--- src/switch_policy_pkg.sv ---
// Purpose: Shared constants and carriers of the switch ingress policy bank
// Assumes: Register indices are word indices; byte address is index times 4
// Notes:   Widths of reset values match the storage they load
package switch_policy_pkg;

  localparam int unsigned NUM_PORTS = 3;
  localparam int unsigned ADDR_W    = 16;

  // Register indices, byte address = index * 4
  localparam logic [13:0] IDX_PORT_MIRROR  = 14'h1846;
  localparam logic [13:0] IDX_PORT_TYPE    = 14'h1847;
  localparam logic [13:0] IDX_BCAST_THROT  = 14'h1848;
  localparam logic [13:0] IDX_ADMIT_NONMEM = 14'h1849;
  localparam logic [13:0] IDX_RATE_CFG     = 14'h184a;
  localparam logic [13:0] IDX_IRQ_STATUS   = 14'h1850;
  localparam logic [13:0] IDX_IRQ_MASK     = 14'h1851;

  // Port mirroring fields
  localparam int unsigned MIR_FILT_BIT = 8;
  localparam int unsigned SNIF_LSB     = 5;
  localparam int unsigned MIRP_LSB     = 2;
  localparam int unsigned RX_MIR_BIT   = 1;
  localparam int unsigned TX_MIR_BIT   = 0;

  // Ingress port type fields
  localparam int unsigned PTYPE_W         = 2;
  localparam logic [1:0]  TAG_DIRECT_MODE = 2'h3;

  // Broadcast throttle fields: per port a level byte then an enable bit
  localparam int unsigned BT_STRIDE    = 9;
  localparam int unsigned BT_LEVEL_W   = 8;
  localparam int unsigned BT_EN_OFS    = 8;
  localparam int unsigned BT_UNIT_SHFT = 6;

  // Rate configuration fields
  localparam int unsigned RATE_EN_BIT   = 0;
  localparam int unsigned RATE_MODE_LSB = 1;

  // Interrupt status layout
  localparam int unsigned IRQ_W         = 6;
  localparam int unsigned IRQ_DROP_LSB  = 0;
  localparam int unsigned IRQ_THROT_LSB = 3;

  // Reset values
  localparam logic [8:0]  RST_PORT_MIRROR  = 9'h000;
  localparam logic [5:0]  RST_PORT_TYPE    = 6'h00;
  localparam logic [26:0] RST_BCAST_THROT  = 27'h0080402;
  localparam logic [2:0]  RST_ADMIT_NONMEM = 3'h0;
  localparam logic [2:0]  RST_RATE_CFG     = 3'h0;
  localparam logic [5:0]  RST_IRQ          = 6'h00;

  // Throttle interval
  localparam int unsigned CLOCK_PERIOD_NS       = 40;
  localparam int unsigned BCAST_INTERVAL_NS     = 1720000;
  localparam int unsigned BCAST_INTERVAL_CYCLES =
    BCAST_INTERVAL_NS / CLOCK_PERIOD_NS;

  typedef enum logic [1:0] {
    RATE_PORT_PRIO = 2'b00,
    RATE_PORT_ONLY = 2'b01,
    RATE_PRIO_ONLY = 2'b10,
    RATE_RESERVED  = 2'b11
  } rate_mode_t;

  typedef struct packed {
    logic [ADDR_W-1:0] addr;
    logic [31:0]       wdata;
    logic              wr;
    logic              rd;
  } bus_req_t;

  typedef struct packed {
    logic        valid;
    logic [1:0]  src_port;
    logic [2:0]  prio;
    logic        bcast;
    logic [10:0] len;
    logic [2:0]  dest;
    logic [2:0]  tag_dest;
    logic        filtered;
    logic        non_member;
    logic        vlan_active;
    logic        meter_red;
  } pkt_desc_t;

  typedef struct packed {
    logic       valid;
    logic [1:0] src_port;
    logic [2:0] dest;
    logic [2:0] mirror;
    logic       drop;
    logic       tag_directed;
    logic       meter_on;
    logic [4:0] meter_index;
    logic [2:0] filtered_count;
    logic       bcast_throttled;
  } fwd_decision_t;

  typedef struct packed {
    logic       valid;
    logic [1:0] port;
  } tx_event_t;

  typedef struct packed {
    logic       valid;
    logic [2:0] sniffer;
  } tx_mirror_t;

endpackage
--- src/bcast_throttle.sv ---
// Purpose: Per-port broadcast byte budget over one throttle interval
// Assumes: tick is a one-cycle pulse that opens each new interval
// Notes:   A packet taken while budget remains may overshoot the budget
`timescale 1ns/1ps
module bcast_throttle (
  input  wire logic        clock,        // Core clock
  input  wire logic        rstn,         // Async reset, active low
  input  wire logic        tick,         // Interval start pulse
  input  wire logic        enable,       // Throttling on for this port
  input  wire logic [7:0]  level,        // Budget in 64-byte units
  input  wire logic        bcast_valid,  // Broadcast packet on this port
  input  wire logic [10:0] len,          // Packet length in bytes
  output logic             exhausted     // Budget used up this interval
);
  import switch_policy_pkg::*;

  logic [15:0] byte_count;
  logic [15:0] allowance;
  logic [15:0] base_count;

  // Budget is level times 64 bytes
  assign allowance = {2'h0, level, 6'h00};
  // A packet in the first cycle of an interval opens the new budget
  assign exhausted = enable && !tick && (byte_count >= allowance);
  assign base_count = tick ? 16'h0000 : byte_count;

  always_ff @(posedge clock or negedge rstn) begin
    if (!rstn) begin
      byte_count <= 16'h0000;
    end else if (!enable) begin
      byte_count <= 16'h0000;
    end else if (bcast_valid && (tick || !exhausted)) begin
      byte_count <= 16'(base_count + {5'h00, len});
    end else begin
      byte_count <= base_count;
    end
  end

endmodule

--- src/switch_ingress_policy_regs.sv ---
// Purpose: Ingress policy register bank and per-packet policy decision
// Assumes: Packet descriptors and transmit events come from core-clock logic
// Notes:   Decision and mirror outputs follow their input by one cycle
//
// Local design decision: strobed register access.
`timescale 1ns/1ps

// Summary of operation
// - Filtered-mirror bit set: discarded mirrored packets go to sniffer only
// - Mirrored discards still count as filtered and raise the drop flag
// - Three sniffer select bits, one per port, choose the sniffer port
// - Each mirrored-port bit marks one port; several may be set
// - Receive mirroring copies packets from mirrored ports to the sniffer
// - Transmit mirroring copies packets sent on mirrored ports to sniffer
// - Port type 11b takes destination from VLAN tag; other values do not
// - Per-port enable bits turn on broadcast input throttling
// - Budget is level times 64 bytes per 1.72 ms; level resets to two
// - Admit bit lets non-member traffic in when the VLAN is active
// - Rate mode picks port and priority, port only, or priority only
// - Rate enable turns metering and meter drops on unless rate mode is 11b
module switch_ingress_policy_regs #(
  parameter int unsigned INTERVAL_CYCLES =
    switch_policy_pkg::BCAST_INTERVAL_CYCLES
) (
  input  wire logic                      clock,     // Core clock, 25 MHz
  input  wire logic                      rstn,      // Async reset, active low
  input  switch_policy_pkg::bus_req_t    bus,       // Register request
  output logic [31:0]                    rdata,     // Read data, next cycle
  input  switch_policy_pkg::pkt_desc_t   pkt,       // Received packet
  input  switch_policy_pkg::tx_event_t   tx,        // Transmitted packet
  output switch_policy_pkg::fwd_decision_t decision, // Ingress decision
  output switch_policy_pkg::tx_mirror_t  tx_mirror, // Transmit mirror copy
  output logic                           irq        // Interrupt, active high
);
  import switch_policy_pkg::*;

  function automatic logic reg_hit(input logic [ADDR_W-1:0] a,
                                   input logic [13:0]       idx);
    reg_hit = (a[1:0] == 2'h0) && (a[ADDR_W-1:2] == idx);
  endfunction

  function automatic logic [2:0] port_onehot(input logic [1:0] p);
    case (p)
      2'h0:    port_onehot = 3'h1;
      2'h1:    port_onehot = 3'h2;
      2'h2:    port_onehot = 3'h4;
      default: port_onehot = 3'h0;
    endcase
  endfunction

  // Stored configuration and interrupt state
  logic [8:0]       port_mirror_config;
  logic [5:0]       ingress_port_type_config;
  logic [26:0]      broadcast_throttle_config;
  logic [2:0]       admit_non_member_config;
  logic [2:0]       ingress_rate_config;
  logic [IRQ_W-1:0] irq_status;
  logic [IRQ_W-1:0] irq_mask;

  // Decoded fields
  logic             mirror_filtered;
  logic [2:0]       sniffer_sel;
  logic [2:0]       mirrored_ports;
  logic             rx_mirror_en;
  logic             tx_mirror_en;
  logic [2:0]       tag_mode;
  logic [2:0]       bt_enable;
  logic [2:0]       bt_exhausted;
  logic [2:0]       bt_pkt;
  rate_mode_t       rate_mode;
  logic             rate_enable;

  // Interval timer
  logic [15:0]      interval_count;
  logic             interval_tick;

  // Decision terms
  logic [2:0]       src_mask;
  logic             throttled;
  logic             vlan_reject;
  logic             meter_on;
  logic             meter_drop;
  logic             discard;
  logic             tag_directed;
  logic             rx_mirror_hit;
  logic [4:0]       meter_index;
  fwd_decision_t    next_decision;
  tx_mirror_t       next_tx_mirror;
  logic [IRQ_W-1:0] irq_events;
  logic [IRQ_W-1:0] irq_clear;
  logic [IRQ_W-1:0] next_irq_status;
  logic [31:0]      next_rdata;

  assign mirror_filtered = port_mirror_config[MIR_FILT_BIT];
  assign sniffer_sel     = port_mirror_config[SNIF_LSB +: 3];
  assign mirrored_ports  = port_mirror_config[MIRP_LSB +: 3];
  assign rx_mirror_en    = port_mirror_config[RX_MIR_BIT];
  assign tx_mirror_en    = port_mirror_config[TX_MIR_BIT];
  assign rate_mode   = rate_mode_t'(ingress_rate_config[RATE_MODE_LSB +: 2]);
  assign rate_enable = ingress_rate_config[RATE_EN_BIT];
  assign src_mask    = port_onehot(pkt.src_port);

  // Free-running interval of 1.72 ms shared by all ports
  assign interval_tick =
    (interval_count == 16'(INTERVAL_CYCLES - 1));

  always_ff @(posedge clock or negedge rstn) begin
    if (!rstn) begin
      interval_count <= 16'h0000;
    end else if (interval_tick) begin
      interval_count <= 16'h0000;
    end else begin
      interval_count <= 16'(interval_count + 16'h0001);
    end
  end

  // Per-port field decode and throttle budget
  genvar gi;
  generate
    for (gi = 0; gi < NUM_PORTS; gi++) begin : g_port
      assign tag_mode[gi] =
        (ingress_port_type_config[PTYPE_W*gi +: PTYPE_W]
         == TAG_DIRECT_MODE);
      assign bt_enable[gi] =
        broadcast_throttle_config[BT_STRIDE*gi + BT_EN_OFS];
      assign bt_pkt[gi] = pkt.valid && pkt.bcast && src_mask[gi];

      bcast_throttle u_throttle (
        .clock       (clock),
        .rstn        (rstn),
        .tick        (interval_tick),
        .enable      (bt_enable[gi]),
        .level       (broadcast_throttle_config[BT_STRIDE*gi +: BT_LEVEL_W]),
        .bcast_valid (bt_pkt[gi]),
        .len         (pkt.len),
        .exhausted   (bt_exhausted[gi])
      );
    end
  endgenerate

  // Ingress decision for the packet presented this cycle
  always_comb begin
    throttled = pkt.bcast && ((src_mask & bt_exhausted) != 3'h0);
    vlan_reject = pkt.non_member &&
                  !(((src_mask & admit_non_member_config) != 3'h0) &&
                    pkt.vlan_active);
    meter_on = rate_enable && (rate_mode != RATE_RESERVED);
    meter_drop = meter_on && pkt.meter_red;
    discard = pkt.filtered || vlan_reject || throttled || meter_drop;
    tag_directed = (src_mask & tag_mode) != 3'h0;
    rx_mirror_hit = rx_mirror_en &&
                    ((src_mask & mirrored_ports) != 3'h0);
    case (rate_mode)
      RATE_PORT_PRIO: meter_index = {pkt.src_port, pkt.prio};
      RATE_PORT_ONLY: meter_index = {3'h0, pkt.src_port};
      RATE_PRIO_ONLY: meter_index = {2'h0, pkt.prio};
      default:        meter_index = 5'h00;
    endcase

    next_decision              = '0;
    next_decision.valid        = pkt.valid;
    next_decision.src_port     = pkt.src_port;
    next_decision.tag_directed = tag_directed;
    next_decision.meter_on     = meter_on;
    next_decision.meter_index  = meter_on ? meter_index : 5'h00;
    next_decision.bcast_throttled = pkt.valid && throttled;
    next_decision.drop         = pkt.valid && discard;
    // Original destinations are chosen without regard to mirroring
    if (pkt.valid && !discard) begin
      next_decision.dest = tag_directed ? pkt.tag_dest : pkt.dest;
    end
    // Mirror copy is a separate mask; a discard reaches the sniffer only with mirror_filtered set
    if (pkt.valid && rx_mirror_hit && (!discard || mirror_filtered)) begin
      next_decision.mirror = sniffer_sel;
    end
    if (pkt.valid && discard) begin
      next_decision.filtered_count = src_mask;
    end

    next_tx_mirror = '0;
    if (tx.valid && tx_mirror_en &&
        ((port_onehot(tx.port) & mirrored_ports) != 3'h0)) begin
      next_tx_mirror.valid   = 1'b1;
      next_tx_mirror.sniffer = sniffer_sel;
    end
  end

  always_ff @(posedge clock or negedge rstn) begin
    if (!rstn) begin
      decision  <= '0;
      tx_mirror <= '0;
    end else begin
      decision  <= next_decision;
      tx_mirror <= next_tx_mirror;
    end
  end

  // Configuration writes; reserved bits are never stored
  always_ff @(posedge clock or negedge rstn) begin
    if (!rstn) begin
      port_mirror_config <= RST_PORT_MIRROR;
    end else if (bus.wr && reg_hit(bus.addr, IDX_PORT_MIRROR)) begin
      port_mirror_config <= bus.wdata[8:0];
    end
  end

  always_ff @(posedge clock or negedge rstn) begin
    if (!rstn) begin
      ingress_port_type_config <= RST_PORT_TYPE;
    end else if (bus.wr && reg_hit(bus.addr, IDX_PORT_TYPE)) begin
      ingress_port_type_config <= bus.wdata[5:0];
    end
  end

  always_ff @(posedge clock or negedge rstn) begin
    if (!rstn) begin
      broadcast_throttle_config <= RST_BCAST_THROT;
    end else if (bus.wr && reg_hit(bus.addr, IDX_BCAST_THROT)) begin
      broadcast_throttle_config <= bus.wdata[26:0];
    end
  end

  always_ff @(posedge clock or negedge rstn) begin
    if (!rstn) begin
      admit_non_member_config <= RST_ADMIT_NONMEM;
    end else if (bus.wr && reg_hit(bus.addr, IDX_ADMIT_NONMEM)) begin
      admit_non_member_config <= bus.wdata[2:0];
    end
  end

  always_ff @(posedge clock or negedge rstn) begin
    if (!rstn) begin
      ingress_rate_config <= RST_RATE_CFG;
    end else if (bus.wr && reg_hit(bus.addr, IDX_RATE_CFG)) begin
      ingress_rate_config <= bus.wdata[2:0];
    end
  end

  always_ff @(posedge clock or negedge rstn) begin
    if (!rstn) begin
      irq_mask <= RST_IRQ;
    end else if (bus.wr && reg_hit(bus.addr, IDX_IRQ_MASK)) begin
      irq_mask <= bus.wdata[IRQ_W-1:0];
    end
  end

  // Sticky drop and throttle flags; a new event outweighs a clear
  always_comb begin
    irq_events = '0;
    if (pkt.valid && discard) begin
      irq_events[IRQ_DROP_LSB +: 3] = src_mask;
    end
    if (pkt.valid && throttled) begin
      irq_events[IRQ_THROT_LSB +: 3] = src_mask;
    end
    irq_clear = '0;
    if (bus.wr && reg_hit(bus.addr, IDX_IRQ_STATUS)) begin
      irq_clear = bus.wdata[IRQ_W-1:0];
    end
    next_irq_status = (irq_status & ~irq_clear) | irq_events;
  end

  always_ff @(posedge clock or negedge rstn) begin
    if (!rstn) begin
      irq_status <= RST_IRQ;
    end else begin
      irq_status <= next_irq_status;
    end
  end

  always_ff @(posedge clock or negedge rstn) begin
    if (!rstn) begin
      irq <= 1'b0;
    end else begin
      irq <= (next_irq_status & irq_mask) != '0;
    end
  end

  // Read path: data stands for the one cycle after the strobe
  always_comb begin
    next_rdata = 32'h0000_0000;
    if (bus.rd) begin
      if (reg_hit(bus.addr, IDX_PORT_MIRROR)) begin
        next_rdata = {23'h000000, port_mirror_config};
      end else if (reg_hit(bus.addr, IDX_PORT_TYPE)) begin
        next_rdata = {26'h0000000, ingress_port_type_config};
      end else if (reg_hit(bus.addr, IDX_BCAST_THROT)) begin
        next_rdata = {5'h00, broadcast_throttle_config};
      end else if (reg_hit(bus.addr, IDX_ADMIT_NONMEM)) begin
        next_rdata = {29'h00000000, admit_non_member_config};
      end else if (reg_hit(bus.addr, IDX_RATE_CFG)) begin
        next_rdata = {29'h00000000, ingress_rate_config};
      end else if (reg_hit(bus.addr, IDX_IRQ_STATUS)) begin
        next_rdata = {26'h0000000, irq_status};
      end else if (reg_hit(bus.addr, IDX_IRQ_MASK)) begin
        next_rdata = {26'h0000000, irq_mask};
      end
    end
  end

  always_ff @(posedge clock or negedge rstn) begin
    if (!rstn) begin
      rdata <= 32'h0000_0000;
    end else begin
      rdata <= next_rdata;
    end
  end

endmodule

--- config.mk ---
export PLATFORM = sky130hd
export DESIGN_NAME = switch_ingress_policy_regs
export DESIGN_NICKNAME = d
export VERILOG_FILES = /design/src/switch_policy_pkg.sv /design/src/bcast_throttle.sv /design/src/switch_ingress_policy_regs.sv
export SDC_FILE = /design/constraint.sdc
export NUM_CORES = 1
export LEC_CHECK = 0
export BUFFER_PORTS_ARGS = -buffer_cell sky130_fd_sc_hd__buf_2
export CORE_MARGIN = 8
export CORE_UTILIZATION = 50
export CTS_CLUSTER_DIAMETER = 100
export DETAILED_ROUTE_END_ITERATION = 6
export MAX_ROUTING_LAYER = met4
export PLACE_DENSITY_LB_ADDON = 0.15
export SYNTH_ARGS = -nofsm -noshare
export SYNTH_HDL_FRONTEND = slang
export SYNTH_SLANG_ARGS = --single-unit
--- constraint.sdc ---
create_clock -name clock -period 7.2 [get_ports clock]
set_input_delay 1.44 -clock clock [delete_from_list [all_inputs] [get_ports clock]]
set_output_delay 1.44 -clock clock [all_outputs]
set_load 0.01 [all_outputs]
; After elaboration in Yosys (flattened, before gate mapping)
; Cells that the tools add are included.
[word_totals]
reg_bits = 182
inputBits = 83
word_cells = 151
[classes]
n_addsub = 4
n_lt_le_gt_ge = 3
eq_ne = 18
muxes = 29
n_bitwise = 9
n_reduce_logical = 63
[ops]
columns = operator, n
row1 = two-way mux 16 bit, 10
row2 = two-way mux 27 bit, 4
row3 = equality test 14 x 13 -> 1 bit (second input constant), 7
row4 = adder 16 x 11 -> 16 bit, 3
row5 = >= comparator 16 x 14 -> 1 bit, 3
row6 = logical AND 1 bit, 40
row7 = two-way mux 6 bit, 5
row8 = case mux 3 bit (3 select lines), 2
row9 = adder 16 x 1 -> 16 bit (second input constant), 1
row10 = equality test 16 bit (second input constant), 1
row11 = AND 3 bit, 5
row12 = two-way mux 3 bit, 5
row13 = case mux 5 bit (3 select lines), 1
row14 = nonzero test 3 bit, 5
row15 = AND 6 bit, 2
row16 = equality test 2 bit (second input constant), 6
row17 = zero test 2 bit, 4
row18 = logical OR 1 bit, 7
row19 = equality test 2 x 1 -> 1 bit (second input constant), 3
row20 = zero test 1 bit, 6
row21 = inverter 6 bit, 1
row22 = bitwise OR 6 bit, 1
row23 = nonzero test 6 bit, 1
row24 = two-way mux 5 bit, 1
row25 = 2 further kinds, 2

; Depth between registers and ports, before layout
; Gate-level depths: netlist (run 1).
[logic_depth]
word_depth = 15
ltp_mapped = 17
ltp_nobuf = 14

; Hierarchy
; Synthesis (run 1) repeated with hierarchy kept, for this count alone.
[hier_totals]
hier_cells = 967
area_unflattened_um2 = 9942.0
[modules_own_cells]
columns = module, n_inst, cells_each, area_each_um2, seq_area_each_um2
row1 = switch_ingress_policy_regs, 1, 454, 5539.1, 3231.8
row2 = bcast_throttle, 3, 171, 1467.7, 400.4

; Least setup slack after synthesis (run 1)
; OpenSTA, ideal clock, no wires.
[synth_path]
path_kind = reg-to-reg
startpoint = register interval_count[0]
endpoint = register g_port[0].u_throttle.byte_count[13]
t_arrival_ps = 3532
setup_slack_ps = 3590
stages_incl_launch_ff = 17
n_path_buf = 3
synth_period_minus_slack_ps = 3610
cell_sequence = dfrtp_1 -> ha_1 -> nand4_1 -> or4_4 -> buf_6 -> clkbuf_1 -> clkbuf_1 -> nand2_1 -> inv_1 -> ha_1 -> a211o_1 -> o211ai_1 -> a21oi_1 -> a41o_1 -> o41ai_1 -> o21ai_0 -> a21oi_1
[synth_via]
elab_chain_cells = 9
elab_cells_between_ends = 11
[synth_lines]
columns = item, line
row1 = from (decl), switch_ingress_policy_regs.sv:74  ; logic [15:0] interval_count;
row2 = from (signal assigned), switch_ingress_policy_regs.sv:113  ; interval_count <= 16'(interval_count + 16'h0001);
row3 = equality test 16 bit *, switch_ingress_policy_regs.sv:105  ; (interval_count == 16'(INTERVAL_CYCLES - 1));
row4 = "parallel branches: the longest is 6 deep, another holds adder 16 x 11 -> 16 bit", -
row5 = two-way mux 16 bit *, bcast_throttle.sv:32  ; end else if (bcast_valid && (tick || !exhausted)) begin
row6 = two-way mux 16 bit *, bcast_throttle.sv:30  ; end else if (!enable) begin
row7 = to (signal assigned), bcast_throttle.sv:33  ; byte_count <= 16'(base_count + {5'h00, len});
row8 = to (signal assigned), bcast_throttle.sv:35  ; byte_count <= base_count;
row9 = to (decl), bcast_throttle.sv:17  ; logic [15:0] byte_count;
; Mark *: on every way between the ends.
; A chain may end at the register's enable or synchronous reset.

; Final worst setup path (run 1)
; Ends and elaborated chain as after synthesis.

==> impl_metrics.tcl, run 1 <==
set metrics [dict create \
    finalSetupTns_ns 0 \
    synth_cell_type_count 79 \
    synth_most_common_cell "dfrtp_1" \
    rows 51 \
    htree_levels 4 \
    diodes 0 \
    post-cts-setup-buffer-count 0 \
    clkLatencyLatePin_ns 0.44 \
    synth-seq-cells 177 \
    numClockSinks 177 \
    grt_max_degree 70 \
    peakVddDrop_v 0.000167 \
    cp_max_fo 43 \
    place_inst 1378 \
    setup_viol 0 \
    hold_viol 0 \
    max-clock-path-buffers 2 \
    dpl.hpwl_um 17600 \
    numCtsBuffers 17 \
    period_share 0.556 \
    avgSynthCellArea_um2 9.72 \
    areaGrowthSynthToFinish_pct 14.4 \
    drtPass1Iterations 5 \
    path_clk_slew_ns 0.07 \
    layout.cells.non_filler 1410 \
    drive_gt1_frac 0.202 \
    seq_area_frac_synth 0.448 \
    io_buffer_count 130 \
    drt_iter0_drc 474 \
    antenna_found_initial 0 \
    maxCapViolCount 0 \
    grt_overflow_total 0 \
    synth_cells 1018 \
    grt_pass1_vias 7438 \
    cts_tree "yes" \
    min-delay-start "interval_count[0]$_DFF_PN0_" \
    wl_per_cell_um 16.8 \
    gp_congestion 0.890 \
    outcome "completed" \
    setup.worst_path.class "reg -> reg" \
    fin_skew_ns 0.0108 \
    start_kind "flip-flop" \
    tightest_slew_ns 0.871 \
    vias_per_cell 5.52 \
    drc 0 \
    core_area_um2 19500 \
    cellPowerDensity_nw_per_um2 217 \
    ant_nets 0 \
    yosysTopAreaCellShare 0.440 \
    ys.flop_type "dfrtp_1" \
    finalCriticalPeriod_ns 4.00 \
    routed_wirelength_um 23600 \
    synth_edf_count 0 \
    crit_start "interval_count[0]$_DFF_PN0_" \
    die_h_um 157 \
    dieArea_um2 24500 \
    ctsRootBufferMaster "clkbuf_16" \
    hp-class "reg -> reg" \
    crit_arrival_ns 4.37 \
    r2r-start "interval_count[0]$_DFF_PN0_" \
    io_pins 141 \
    synth_top_area_cell "dfrtp_1" \
    synth_warnings 0 \
    ctsHoldBuffers 0 \
    die_x_um 157 \
    max_freq_mhz 250 \
    cts_resized 0 \
    end_kind "flip-flop" \
    worstPathRequired_ns 7.56 \
    max_slew_margin 0.419 \
    initial_core_util 0.508 \
    final-max-slew-violation-count 0 \
    grt_usage 0.204 \
    rsz0062_at_grt "no" \
    synth_area_leaders "dfrtp_1 (44%), ha_1 (7.3%), nand2_1 (4.7%), mux2_2 (3.6%), o21ai_0 (2.7%)" \
    grt_pass1_wl_um 38700 \
    async_flop_share 1.00 \
    power.leakage_nw 5.67 \
    nNetsFinal 1276 \
    vias 7788 \
    synth_common_cells "dfrtp_1 (174), nand2_1 (124), nor2_1 (63)" \
    mappedNetlistArea_um2 9890 \
]
## logic make-up (layout without fill, tap and decap cells)
| kind of cell | after synthesis | in the layout | synth area share |
|---|---|---|---|
| adders and majority gates | 61 | 61 | 0.0794 |
| AOI/OAI and AO/OA | 209 | 209 | 0.145 |
| other | 1 | 5 | 0.000379 |
| DFF | 177 | 177 | 0.448 |
| buffers and inverters | 100 | 223 | 0.0427 |
| and+or+nand+nor | 388 | 388 | 0.202 |
| muxes | 45 | 45 | 0.0496 |
| xor gates and xnor gates | 37 | 37 | 0.0328 |
## area by class of cell
class                      instances  area [um2]
fill                            1736        8140
multi-input combinational        745        5060
sequential                       177        4430
timing repair buffer             136         702
clock buffer                      17         425
tap                              265         332
inverter                          55         206
clock inverter                    15         165
## where the power goes
group	switching [mW]	total, mW	internal (mW)
Sequential	0.0322	1.07	1.04
Combinational	0.257	0.455	0.198
Clock	0.441	0.934	0.493
## cells in the final DEF, fill, tap and decap left out, drive strengths merged, types with 6 or more instances in the layout
cell / n
ha: 58
nor3b: 6
xnor2: 23
and2: 46
mux2i: 13
nor2: 63
a21boi: 17
inv: 63
dfrtp: 174
nand3: 29
and3: 31
nor2b: 17
o2bb2ai: 6
nand4: 11
o21ai: 54
mux2: 32
clkbuf: 17
or3: 8
xor2: 14
nor3: 16
nor4bb: 6
a21o: 6
a21oi: 47
buf: 136
nand2: 124
a211o: 6
## per-layer routing
layer	vias up	GRT usage	wire (um)
met5	-	-	0
met4	0	0.0577	384
met3	30	0.0372	1090
met2	184	0.311	10900
met1	3740	0.276	11300
li1	3834	-	-
## worst max-delay path: stages, from the launching register on
cell and delay, ns:
dfrtp_1 0.39, ha_1 0.24, nand4_1 0.15, or4_4 0.74, nand2_1 0.22, inv_1 0.07
ha_1 0.28, a211o_1 0.30, o211ai_1 0.16, a21oi_1 0.16, a41o_1 0.29, o41ai_1 0.57
o21ai_0 0.19, a21oi_1 0.16
## per-stage QoR
stage	instance area [um2]	setup slack, ns	power [mW]	util	hold slack, ns
floorplan	9910	3.59	1.42	-	0.455
global placement	10700	3.27	1.54	0.551	0.477
detailed placement	10700	3.26	1.54	0.551	0.489
CTS	11300	3.24	2.48	0.582	0.504
global route	11300	2.85	2.59	0.582	0.517
finish	11300	3.20	2.46	0.582	0.497
## final timing paths
kind / to / slack (ns) / depth (start not counted)
min in group asynchronous: decision[17]$_DFF_PN0_ / 0.92 / 1
worst max register to register: g_port[0].u_throttle.byte_count[13]$_DFF_PN0_ / 3.20 / 13
worst min register to register: interval_count[0]$_DFF_PN0_ / 0.50 / 1
max in group asynchronous: g_port[1].u_throttle.byte_count[1]$_DFF_PN0_ / 5.03 / 2
worst max-delay path: g_port[0].u_throttle.byte_count[13]$_DFF_PN0_ / 3.20 / 13
worst min-delay path: interval_count[0]$_DFF_PN0_ / 0.50 / 1
## flip-flops by register name (all words and copies together), names as in the netlist, 4 cells and up
name / flops
g_port.u_throttle.byte_count: 48
broadcast_throttle_config: 27
rdata: 27
decision: 21
interval_count: 16
port_mirror_config: 9
ingress_port_type_config: 6
irq_mask: 6
irq_status: 6
tx_mirror: 4
Note: power is estimated with default switching activity, not from simulation.
==> run 2: changes to the inputs <==
- clock period: 7.2 -> 3.6 ns (I/O delays scaled with it)
==> run 2 against run 1 <==
Fmax grew 18%. Largest power group unchanged. Register-to-register slack worse by 3.0 ns. Sequential power rose by 100%. Critical endpoint unchanged.
==> impl_metrics.tcl, run 2 (synthesis gave the netlist of run 1 again) <==
set metrics [dict create \
    outcome "completed" \
    vias 7800 \
    ant_nets 0 \
    clkLatencyLatePin_ns 0.43 \
    die_x_um 157 \
    dpl.hpwl_um 18100 \
    largest_register "g_port.u_throttle.byte_count" \
    wl_met3_um 1100 \
    max_freq_mhz 294 \
    cellPowerDensity_nw_per_um2 431 \
    layout.cells.non_filler 1428 \
    hp-class "in -> async" \
    antenna_found_initial 0 \
    die_h_um 157 \
    r2r_cells 12 \
    routed_wirelength_um 24100 \
    initial_core_util 0.508 \
    wl_per_cell_um 16.9 \
    max_slew_margin 0.476 \
    place_area_um2 10900 \
    gp_congestion 0.891 \
    grt_max_degree 82 \
    dr_wl_met2_um 11400 \
    ctsRootBufferMaster "clkbuf_16" \
    finalSetupTns_ns 0 \
    dieArea_um2 24500 \
    peakVddDrop_v 0.000325 \
    final_common_cell "dfrtp_1" \
    grt_overflow_total 0 \
    path_clk_slew_ns 0.07 \
    grt_usage 0.211 \
    io_pins 141 \
    vias_per_cell 5.46 \
    rsz0062_at_grt "yes" \
    worstPathRequired_ns 3.95 \
    ctsHoldBuffers 0 \
    areaGrowthSynthToFinish_pct 16.7 \
    post-cts-setup-buffer-count 0 \
    grt_pass1_wl_um 40100 \
    finalCriticalPeriod_ns 3.40 \
    top_layer_used "met4" \
    start_kind "flip-flop" \
    final_cell_mix "dfrtp_1 (174), buf_2 (129), nand2_1 (124)" \
    multiInputGateArea_um2 5100 \
    diodes 0 \
    hold_viol 0 \
    r2r-start "interval_count[3]$_DFF_PN0_" \
    fin_skew_ns 0.00724 \
    p_total_mw 4.97 \
    power.leakage_nw 5.81 \
    wl_met1_um 11300 \
    largest_register_ffs 48 \
    numClockSinks 177 \
    max-clock-path-buffers 2 \
    fin_hold_ws_ns 0.305 \
    maxCapViolCount 0 \
    fill_cells 1697 \
    seq_area_um2 4430 \
    core_area_um2 19500 \
    period_share 0.944 \
    nNetsFinal 1294 \
    cts_tree "yes" \
    crit_arrival_ns 3.75 \
    tightest_slew_ns 0.786 \
    setup.worst_path.class "reg -> reg" \
    rows 51 \
    ff2ff_setup_slack_ns 0.20 \
    final_cell_area_um2 11500 \
    drc 0 \
    cp_max_fo 12 \
    htree_levels 4 \
    setup_viol 0 \
    place_inst 1396 \
    end_kind "flip-flop" \
    drive_gt1_frac 0.218 \
    reg_top3 "g_port.u_throttle.byte_count x48, broadcast_throttle_config x27, rdata x27" \
    reg2reg_to "g_port[0].u_throttle.byte_count[13]$_DFF_PN0_" \
    drt_iter0_drc 465 \
    numCtsBuffers 17 \
    drtPass1Iterations 5 \
    io_buffer_count 130 \
    final-max-slew-violation-count 0 \
    grt_pass1_vias 7583 \
]
[run 2: worst max path at each step]
| stage | from | to | slack (ns) | cells past startpoint |
|---|---|---|---|---|
| after global placement | interval_count[0]$_DFF_PN0_ | g_port[1].u_throttle.byte_count[9]$_DFF_PN0_ | 0.16 | 14 |
| final | interval_count[3]$_DFF_PN0_ | g_port[0].u_throttle.byte_count[13]$_DFF_PN0_ | 0.20 | 12 |
| after CTS | interval_count[0]$_DFF_PN0_ | g_port[1].u_throttle.byte_count[10]$_DFF_PN0_ | 0.11 | 14 |
| after detailed placement | interval_count[0]$_DFF_PN0_ | g_port[0].u_throttle.byte_count[13]$_DFF_PN0_ | 0.14 | 13 |
| after global routing | interval_count[0]$_DFF_PN0_ | g_port[0].u_throttle.byte_count[11]$_DFF_PN0_ | -0.05 | 13 |
| after floorplan | interval_count[0]$_DFF_PN0_ | g_port[1].u_throttle.byte_count[9]$_DFF_PN0_ | 0.02 | 15 |
[run 2: repair_timing]
item	in CTS	in global routing
gates resized for setup	0	6
endpoints found under the hold margin	0	0
setup endpoints to repair	0	13
[run 2: area by class of cell]
| class | instances | area share |
|---|---|---|
| multi-input combinational | 745 | 0.441 |
| sequential | 177 | 0.384 |
| timing repair buffer | 154 | 0.0746 |
| clock buffer | 17 | 0.0368 |
| tap | 265 | 0.0287 |
| inverter | 55 | 0.0179 |
| clock inverter | 15 | 0.0166 |
[run 2: routing by layer]
| metal | vias up | track usage |
|---|---|---|
| li1 | 3856 | - |
| met1 | 3757 | 0.288 |
| met2 | 166 | 0.321 |
| met3 | 21 | 0.0339 |
| met4 | 0 | 0.0586 |
| met5 | - | - |
[run 2: critical path, cell delays in order, from the launching register on]
cell and delay (ns):
dfrtp_1 0.38, nand4bb_1 0.22, or4_4 0.64, buf_4 0.20, and2_1 0.17, ha_1 0.31, or3_1 0.30, o21ai_0 0.08
a21oi_1 0.09, a41o_1 0.31, o41ai_4 0.30, o21ai_0 0.15, a21oi_1 0.13
[run 2: report_power, final]
group | internal [mW] | switching [mW] | total, mW | leakage, nW
sequential | 2.08 | 0.0617 | 2.14 | 2.28
combinational | 0.402 | 0.522 | 0.924 | 3.23
clock | 1.00 | 0.902 | 1.91 | 0.297
total | 3.49 | 1.49 | 4.97 | 5.81
[run 2: per-stage QoR]
step | setup WS (ns) | util
2_1_floorplan | 0.0166 | -
3_3_place_gp | 0.157 | 0.560
3_5_place_dp | 0.141 | 0.560
4_1_cts | 0.110 | 0.592
5_1_grt | -0.0507 | 0.593
6_report | 0.200 | 0.593
